$ cat src/ep_cfg_pkg.sv
// constants for the endpoint select and configuration block
// assumes an 8-bit special-function register port from the core
package ep_cfg_pkg;
   localparam int          DATA_W         = 8;
   localparam int          ADDR_W         = 8;
   localparam int          EP_COUNT       = 4;
   localparam int          EP_IDX_W       = 2;
   localparam logic [7:0]  ADDR_EP_INDEX  = 8'hC7;
   localparam logic [7:0]  ADDR_EP_CTRL   = 8'hD4;
   localparam logic [7:0]  ADDR_EP_STATUS = 8'hCE;
   localparam logic [7:0]  RESET_BYTE     = 8'h00;
   localparam int          BIT_EP_ON      = 7;
   localparam int          BIT_NAK_IRQ_ON = 6;
   localparam int          BIT_NAK_OUT    = 5;
   localparam int          BIT_NAK_IN     = 4;
   localparam int          BIT_TOGGLE     = 3;
   localparam int          BIT_DIR        = 2;
   localparam int          TYPE_MSB       = 1;
   localparam int          TYPE_LSB       = 0;
   // writable bits of the control byte; flags and toggle handled apart
   localparam logic [7:0]  CTRL_RW_MASK   = 8'hC7;
   typedef enum logic [1:0] {
      TYPE_CONTROL = 2'h0,
      TYPE_ISO     = 2'h1,
      TYPE_BULK    = 2'h2,
      TYPE_INTR    = 2'h3
   } ep_kind_type;
endpackage : ep_cfg_pkg

$ cat src/ep_cfg_bank.sv
// four-entry bank of control bytes, one per endpoint, registered read
// assumes one writer; write and read on the same clock
`timescale 1ns/1ps
module ep_cfg_bank
   import ep_cfg_pkg::*;
#(
   parameter int DEPTH = EP_COUNT,
   parameter int AW    = EP_IDX_W
) (
   input  wire logic              CLOCK_IN,  // controller clock
   input  wire logic              RESET_IN,  // sync reset, high
   input  wire logic [DEPTH-1:0]  WE_IN,     // per-entry write
   input  wire logic [DEPTH*8-1:0] WDATA_IN, // per-entry next value
   input  wire logic [AW-1:0]     RADDR_IN,  // read select
   output logic [7:0]             RDATA_OUT, // registered read data
   output logic [DEPTH*8-1:0]     ALL_OUT    // every entry, flat
);
   logic [7:0] mem_r [DEPTH];

   genvar g;
   generate
      for (g = 0; g < DEPTH; g++) begin : gen_ent
         always_ff @(posedge CLOCK_IN) begin
            if (RESET_IN) begin
               mem_r[g] <= RESET_BYTE;
            end else if (WE_IN[g]) begin
               mem_r[g] <= WDATA_IN[g*8 +: 8];
            end
         end
         assign ALL_OUT[g*8 +: 8] = mem_r[g];
      end
   endgenerate

   always_ff @(posedge CLOCK_IN) begin
      if (RESET_IN) begin
         RDATA_OUT <= RESET_BYTE;
      end else begin
         RDATA_OUT <= mem_r[RADDR_IN];
      end
   end
endmodule : ep_cfg_bank

$ cat src/usb_endpoint_select_config.sv
// endpoint index register and indexed per-endpoint control registers
// assumes the core drives an 8-bit register port, one access per cycle;
// packet engines report naks and data pids as one-cycle pulses
`timescale 1ns/1ps
// Functional notes
// two-bit index in low bits picks which endpoint registers respond
// upper six index bits read zero; firmware never writes ones there
// control bit 7 enables the selected endpoint
// firmware enables endpoint zero after every hardware or bus reset
// bit 6 lets either nak flag raise the usb interrupt
// bit 5 set on nak to host out; software clears it
// bit 4 set on nak to host in; software clears it
// bit 3 read-only toggle: set on data1, cleared on data0
// bit 2 gives direction for non-control types, ignored for control
// low two bits choose control, isochronous, bulk or interrupt type
// firmware always programs endpoint zero as control type
// status register is also selected by the current index
// each of the four endpoints keeps its own control byte
module usb_endpoint_select_config
   import ep_cfg_pkg::*;
#(
   parameter int NUM_EP = EP_COUNT
) (
   input  wire logic              CLOCK_IN,       // controller clock
   input  wire logic              RESET_IN,       // sync reset, high
   input  wire logic              BUS_RESET_IN,   // usb bus reset pulse
   input  wire logic [7:0]        ADDR_IN,        // register address
   input  wire logic              WR_IN,          // write strobe
   input  wire logic              RD_IN,          // read strobe
   input  wire logic [7:0]        WDATA_IN,       // write data
   output logic [7:0]             RDATA_OUT,      // read data, registered
   output logic                   HIT_OUT,        // address is ours
   input  wire logic [NUM_EP-1:0] NAK_OUT_EV_IN,  // nak sent to host out
   input  wire logic [NUM_EP-1:0] NAK_IN_EV_IN,   // nak sent to host in
   input  wire logic [NUM_EP-1:0] DATA1_EV_IN,    // data1 received
   input  wire logic [NUM_EP-1:0] DATA0_EV_IN,    // data0 received
   output logic [NUM_EP-1:0]      EP_ON_OUT,      // endpoint enabled
   output logic [NUM_EP-1:0]      EP_IS_IN_OUT,   // effective direction in
   output logic [NUM_EP*2-1:0]    EP_KIND_OUT,    // type field per ep
   output logic [NUM_EP-1:0]      TOGGLE_OUT,     // data toggle per ep
   output logic [1:0]             STATUS_SEL_OUT, // index for status reg
   output logic                   STATUS_HIT_OUT, // status reg access
   output logic                   NAK_IRQ_OUT     // nak interrupt request
);
   logic [EP_IDX_W-1:0] endpoint_index_field_r;
   logic [NUM_EP-1:0]   we;
   logic [NUM_EP-1:0]   irq_on;
   logic [NUM_EP-1:0]   nak_pend;
   logic [NUM_EP*8-1:0] wdata_all;
   logic [NUM_EP*8-1:0] all_bytes;
   logic [7:0]          bank_rdata;
   logic                sel_idx_r;
   logic                sel_ctrl_r;
   logic                wr_ctrl;
   logic                clr;

   function automatic logic hit(input logic [7:0] a, input logic [7:0] r);
      return a == r;
   endfunction : hit

   assign wr_ctrl = WR_IN && hit(ADDR_IN, ADDR_EP_CTRL);
   // a bus reset drops configuration the same as a hardware reset
   assign clr     = RESET_IN || BUS_RESET_IN;

   // index register; reserved bits are simply not stored
   always_ff @(posedge CLOCK_IN) begin
      if (clr) begin
         endpoint_index_field_r <= '0;
      end else if (WR_IN && hit(ADDR_IN, ADDR_EP_INDEX)) begin
         endpoint_index_field_r <= WDATA_IN[EP_IDX_W-1:0];
      end
   end

   // per-endpoint next value: firmware writes rw bits, flags follow events;
   // an event in the clearing cycle wins so no nak is lost
   genvar e;
   generate
      for (e = 0; e < NUM_EP; e++) begin : gen_ep
         logic [7:0] cur;
         logic       sel;
         logic [7:0] nxt;
         assign cur = all_bytes[e*8 +: 8];
         assign sel = wr_ctrl && (endpoint_index_field_r == EP_IDX_W'(e));
         always_comb begin
            nxt = cur;
            if (sel) begin
               nxt = (cur & ~CTRL_RW_MASK) | (WDATA_IN & CTRL_RW_MASK);
               nxt[BIT_NAK_OUT] = WDATA_IN[BIT_NAK_OUT] & cur[BIT_NAK_OUT];
               nxt[BIT_NAK_IN]  = WDATA_IN[BIT_NAK_IN] & cur[BIT_NAK_IN];
            end
            if (NAK_OUT_EV_IN[e]) begin
               nxt[BIT_NAK_OUT] = 1'b1;
            end
            if (NAK_IN_EV_IN[e]) begin
               nxt[BIT_NAK_IN] = 1'b1;
            end
            if (DATA1_EV_IN[e]) begin
               nxt[BIT_TOGGLE] = 1'b1;
            end else if (DATA0_EV_IN[e]) begin
               nxt[BIT_TOGGLE] = 1'b0;
            end
         end
         assign we[e] = sel || NAK_OUT_EV_IN[e] || NAK_IN_EV_IN[e]
                        || DATA1_EV_IN[e] || DATA0_EV_IN[e];
         assign wdata_all[e*8 +: 8] = nxt;
         assign EP_ON_OUT[e]  = cur[BIT_EP_ON];
         assign EP_KIND_OUT[e*2 +: 2] = cur[TYPE_MSB:TYPE_LSB];
         // control endpoints ignore the direction bit
         assign EP_IS_IN_OUT[e] = (cur[TYPE_MSB:TYPE_LSB] != TYPE_CONTROL)
                                  && cur[BIT_DIR];
         assign TOGGLE_OUT[e] = cur[BIT_TOGGLE];
         assign irq_on[e]   = cur[BIT_NAK_IRQ_ON];
         assign nak_pend[e] = cur[BIT_NAK_OUT] || cur[BIT_NAK_IN];

         // flags and toggle are checked on every endpoint, not only ep0
         chk_nak_out_sets: assert property (
            @(posedge CLOCK_IN) disable iff (clr)
            NAK_OUT_EV_IN[e] |=> cur[BIT_NAK_OUT])
            else $error("nak out flag not set");

         chk_nak_in_sets: assert property (
            @(posedge CLOCK_IN) disable iff (clr)
            NAK_IN_EV_IN[e] |=> cur[BIT_NAK_IN])
            else $error("nak in flag not set");

         chk_toggle_follows: assert property (
            @(posedge CLOCK_IN) disable iff (clr)
            (DATA0_EV_IN[e] && !DATA1_EV_IN[e]) |=> !cur[BIT_TOGGLE])
            else $error("toggle not cleared on data0");

         chk_toggle_sets: assert property (
            @(posedge CLOCK_IN) disable iff (clr)
            DATA1_EV_IN[e] |=> cur[BIT_TOGGLE])
            else $error("toggle not set on data1");
      end
   endgenerate

   ep_cfg_bank #(
      .DEPTH (NUM_EP),
      .AW    (EP_IDX_W)
   ) u_bank (
      .CLOCK_IN  (CLOCK_IN),
      .RESET_IN  (clr),
      .WE_IN     (we),
      .WDATA_IN  (wdata_all),
      .RADDR_IN  (endpoint_index_field_r),
      .RDATA_OUT (bank_rdata),
      .ALL_OUT   (all_bytes)
   );

   // interrupt: any endpoint with enable and a pending nak flag
   always_ff @(posedge CLOCK_IN) begin
      if (clr) begin
         NAK_IRQ_OUT <= 1'b0;
      end else begin
         NAK_IRQ_OUT <= 1'b0;
         for (int i = 0; i < NUM_EP; i++) begin
            if (all_bytes[i*8+BIT_NAK_IRQ_ON]
                && (all_bytes[i*8+BIT_NAK_OUT] || all_bytes[i*8+BIT_NAK_IN]))
            begin
               NAK_IRQ_OUT <= 1'b1;
            end
         end
      end
   end

   // read path: bank read is one cycle late, so the select is delayed too
   always_ff @(posedge CLOCK_IN) begin
      if (RESET_IN) begin
         sel_idx_r  <= 1'b0;
         sel_ctrl_r <= 1'b0;
      end else begin
         sel_idx_r  <= RD_IN && hit(ADDR_IN, ADDR_EP_INDEX);
         sel_ctrl_r <= RD_IN && hit(ADDR_IN, ADDR_EP_CTRL);
      end
   end

   always_comb begin
      RDATA_OUT = 8'h00;
      if (sel_idx_r) begin
         RDATA_OUT = {6'h00, endpoint_index_field_r};
      end else if (sel_ctrl_r) begin
         RDATA_OUT = bank_rdata;
      end
   end

   assign HIT_OUT = hit(ADDR_IN, ADDR_EP_INDEX) || hit(ADDR_IN, ADDR_EP_CTRL);
   assign STATUS_SEL_OUT = endpoint_index_field_r;
   assign STATUS_HIT_OUT = (RD_IN || WR_IN)
                           && hit(ADDR_IN, ADDR_EP_STATUS);

   chk_index_upper_zero: assert property (
      @(posedge CLOCK_IN) disable iff (RESET_IN)
      sel_idx_r |-> RDATA_OUT[7:2] == 6'h00)
      else $error("index upper bits not zero");

   // no endpoint with both enable and a pending flag: line must drop
   chk_irq_gated: assert property (
      @(posedge CLOCK_IN) disable iff (clr)
      ((irq_on & nak_pend) == '0) |=> !NAK_IRQ_OUT)
      else $error("irq without enable");

   chk_irq_raised: assert property (
      @(posedge CLOCK_IN) disable iff (clr)
      (|(irq_on & nak_pend)) |=> NAK_IRQ_OUT)
      else $error("irq missing for enabled nak");

   chk_ctrl_read_sel: assert property (
      @(posedge CLOCK_IN) disable iff (clr)
      (RD_IN && hit(ADDR_IN, ADDR_EP_CTRL) && !(|we))
      |=> RDATA_OUT == all_bytes[endpoint_index_field_r*8 +: 8])
      else $error("control read wrong endpoint");

   chk_enable_write: assert property (
      @(posedge CLOCK_IN) disable iff (clr)
      (wr_ctrl && endpoint_index_field_r == 2'h0)
      |=> EP_ON_OUT[0] == $past(WDATA_IN[BIT_EP_ON]))
      else $error("enable bit not written");

   chk_dir_control: assert property (
      @(posedge CLOCK_IN) disable iff (clr)
      EP_KIND_OUT[1:0] == TYPE_CONTROL |-> !EP_IS_IN_OUT[0])
      else $error("direction used on control");
endmodule : usb_endpoint_select_config

$ cat config.mk
export PLATFORM = sky130hd
export DESIGN_NAME = usb_endpoint_select_config
export DESIGN_NICKNAME = d
export VERILOG_FILES = /design/src/ep_cfg_pkg.sv /design/src/ep_cfg_bank.sv /design/src/usb_endpoint_select_config.sv
export SDC_FILE = /design/constraint.sdc
export NUM_CORES = 1
export LEC_CHECK = 0
export BUFFER_PORTS_ARGS = -buffer_cell sky130_fd_sc_hd__buf_2
export CORE_UTILIZATION = 48
export CTS_BUF_LIST = sky130_fd_sc_hd__clkbuf_8
export DETAILED_ROUTE_END_ITERATION = 10
export PLACE_DENSITY_LB_ADDON = 0.25
export SLEW_MARGIN = 20
export SYNTH_ARGS = -nofsm -noshare
export SYNTH_HDL_FRONTEND = slang
export SYNTH_HIERARCHICAL = 1
export SYNTH_SLANG_ARGS = --single-unit
export TNS_END_PERCENT = 1
$ cat constraint.sdc
create_clock -name CLOCK_IN -period 1.96 [get_ports CLOCK_IN]
set_input_delay 0.49 -clock CLOCK_IN [delete_from_list [all_inputs] [get_ports CLOCK_IN]]
set_output_delay 0.49 -clock CLOCK_IN [all_outputs]
set_load 0.005 [all_outputs]
==> flow_metrics.env <==
export IMPL_status="finished clean"
export IMPL_design_area_sq_um=3170
export IMPL_fin_util=0.616
export IMPL_grt_pass1_vias=1796
export IMPL_ant_nets=0
export IMPL_track_usage=0.220
export IMPL_finalHoldViolations=0
export IMPL_hp_class="in2reg"
export IMPL_antenna_found_initial=0
export IMPL_num_vias=2029
export IMPL_htreeDepth=2
export IMPL_initial_utilization=0.500
export IMPL_synth_edf_count=32
export IMPL_path_class="in2out"
export IMPL_drt_total_wl_mm=5.97
export IMPL_max_freq_ghz=0.530
export IMPL_fin_crit_ns=1.89
export IMPL_yosys_most_used_dff="edfxtp_1"
export IMPL_ctsHoldBuffers=0
export IMPL_cap_violations=0
export IMPL_total_power_mw=1.88
export IMPL_die_h_um=75.1
export IMPL_placed_area_sq_um=3040
export IMPL_min_path_cells=2
export IMPL_drv_slew=0
export IMPL_syn_avg_cell_area_sq_um=11.3
export IMPL_rrSetupSlack_ns=0.34
export IMPL_firstDrtPassIters=4
export IMPL_required_ns=1.47
export IMPL_synth_ff_latch_count=45
export IMPL_synthesis_nets=265
export IMPL_drive_gt1_frac=0.377
export IMPL_skew_ns=0.0109
export IMPL_cp_end_kind="primary output"
export IMPL_period_share=0.962
export IMPL_clock_latency_ns=0.30
export IMPL_whs_endpoint="sel_idx_r"
export IMPL_core_region_area_sq_um=5140
export IMPL_wl_per_cell_um=15.7
export IMPL_synth_warnings=6
export IMPL_r2r_start="STATUS_SEL_OUT[1]"
export IMPL_rsz0062_at_grt="false"
export IMPL_synth_cell_types=37
export IMPL_reg2reg_to="u_bank/mem_r[2][5]"
export IMPL_grt_max_degree=17
export IMPL_drc=0
export IMPL_highest_layer="met4"
export IMPL_crit_chain="buf_2 -> buf_4 -> nor4bb_1 -> nor2_1 -> nor2_1 -> buf_2"
export IMPL_critPathMaxStageDelay_ns=0.40
export IMPL_yosysSeqAreaShare=0.476
export IMPL_wl_met1_mm=2.75
export IMPL_num_rows=26
export IMPL_vdd_drop_max_uv=435
export IMPL_syn_area_sq_um=2570
export IMPL_syn2layout_area_growth_pct=23.4
export IMPL_nets=346
export IMPL_ios=70
export IMPL_cts_tree="done"
export IMPL_r2r_cells=5
export IMPL_die_w_um=75.1
export IMPL_cts_root_buf="clkbuf_8"
export IMPL_routed_via_density=5.34
export IMPL_clkSinkCount=45
export IMPL_relSlewSlack=0.729
export IMPL_dieArea_sq_um=5650
export IMPL_diodes=0
export IMPL_clk_pin_slew_ns=0.07
export IMPL_tightest_slew_ns=0.401
export IMPL_gp_congestion=0.833
export IMPL_io_buffers=68
export IMPL_setup_violations=0
export IMPL_grt_overflow=0
export IMPL_worst_path_max_fanout=3
export IMPL_route_met3_wl_um=234
export IMPL_synthArstFlopShare=0
export IMPL_power_leakage_nw=1.44
export IMPL_critPathSlowestCell="nor4bb_1"
export IMPL_critPathLaunchType="input pin"
export IMPL_wl_met2_mm=2.95
export IMPL_cts_made_buffers=5
export IMPL_grt_pass1_wl_mm=8.90
export IMPL_power_density_nw_per_um2=594
export IMPL_syn_inst=228
export IMPL_place_hpwl_mm=4.55
export IMPL_drtIter0Drc=112
export IMPL_hp_start="RESET_IN"
export IMPL_arrival_ns=1.40
export IMPL_cts_buffer_depth=2
-- where the power goes --
part | total (mW) | internal, mW | switching, mW
clock | 0.673 | 0.371 | 0.302
sequential | 1.05 | 1.03 | 0.0178
combinational | 0.157 | 0.0773 | 0.0798
-- per-layer routing --
layer | track usage | vias up
met4 | 0.0370 | 0
met5 | 0 | -
met1 | 0.295 | 963
met2 | 0.374 | 43
li1 | - | 1021
met3 | 0.0469 | 2
-- cells in the mapped netlist (5+ instances only) --
cell type,count,area share
dfxtp_1,13,0.10
a21o_1,12,0.035
clkbuf_1,5,0.0073
nand4_1,14,0.034
o22ai_1,8,0.019
and2_1,39,0.095
or2_2,5,0.012
mux2i_1,16,0.062
inv_1,5,0.0073
mux2_2,20,0.088
edfxtp_1,32,0.37
-- worst max-delay path by stage --
stage / start / end / slack (ns) / depth (start not counted)
after floorplan: ADDR_IN[5] / u_bank/mem_r[0][0] / 0.14 / 5
after global placement: ADDR_IN[1] / u_bank/mem_r[1][1] / -0.06 / 7
after detailed placement: ADDR_IN[1] / u_bank/mem_r[0][1] / -0.06 / 7
after CTS: ADDR_IN[1] / HIT_OUT / 0.03 / 7
after global routing: ADDR_IN[1] / HIT_OUT / 0.01 / 6
final: ADDR_IN[1] / HIT_OUT / 0.07 / 6
-- layout make-up --
| type | count | area [sq um] |
|---|---|---|
| Clock buffer | 5 | 68.8 |
| Tap cell | 70 | 87.6 |
| Sequential cell | 45 | 1220 |
| Timing Repair Buffer | 85 | 472 |
| Fill cell | 453 | 1970 |
| Inverter | 5 | 18.8 |
| Clock inverter | 3 | 37.5 |
| Multi-Input combinational cell | 167 | 1260 |
-- placed cells by master, fill, tap and decap left out, drive strengths merged, types with 5 or more instances in the layout --
cell type / synthesis / final
nand4: 14 / 14
clkbuf: 6 / 5
edfxtp: 32 / 32
or2: 6 / 6
mux2i: 16 / 16
dfxtp: 13 / 13
inv: 5 / 6
and2: 39 / 39
a21o: 12 / 12
mux2: 20 / 20
o22ai: 8 / 8
buf: 5 / 85
-- registers in the layout, summed over array words and instances, names as in the netlist --
register,count
NAK_IRQ_OUT,1
STATUS_SEL_OUT,2
sel_ctrl_r,1
sel_idx_r,1
u_bank/RDATA_OUT,8
u_bank/mem_r,32
-- timing repair --
action | in CTS | in global routing
gates resized for setup | 0 | 1
hold endpoints to repair | 0 | 0
endpoints found under the setup margin | 0 | 2
buffers inserted | 0 | 2
-- per-stage QoR --
stage               cells  hold WS, ns  setup TNS, ns  setup slack, ns
detailed placement    370        0.589          -1.71          -0.0619
finish                380        0.382              0           0.0736
floorplan             228        0.516              0            0.137
global placement      370        0.583          -1.80          -0.0602
global route          380        0.378              0           0.0109
CTS                   378        0.376              0           0.0258
-- cell families after synthesis --
logic type	count (synthesis)	synth area share
and+or+nand+nor	96	0.248
DFF	45	0.476
muxes	36	0.150
AOI/OAI and AO/OA	35	0.0941
buffers and inverters	16	0.0326
-- critical path: cells and delay by family --
kind / cells / cell delay [ns]
buf+inv: 3 / 0.34
simple gates: 3 / 0.57
(Power assumes the default switching activity.)
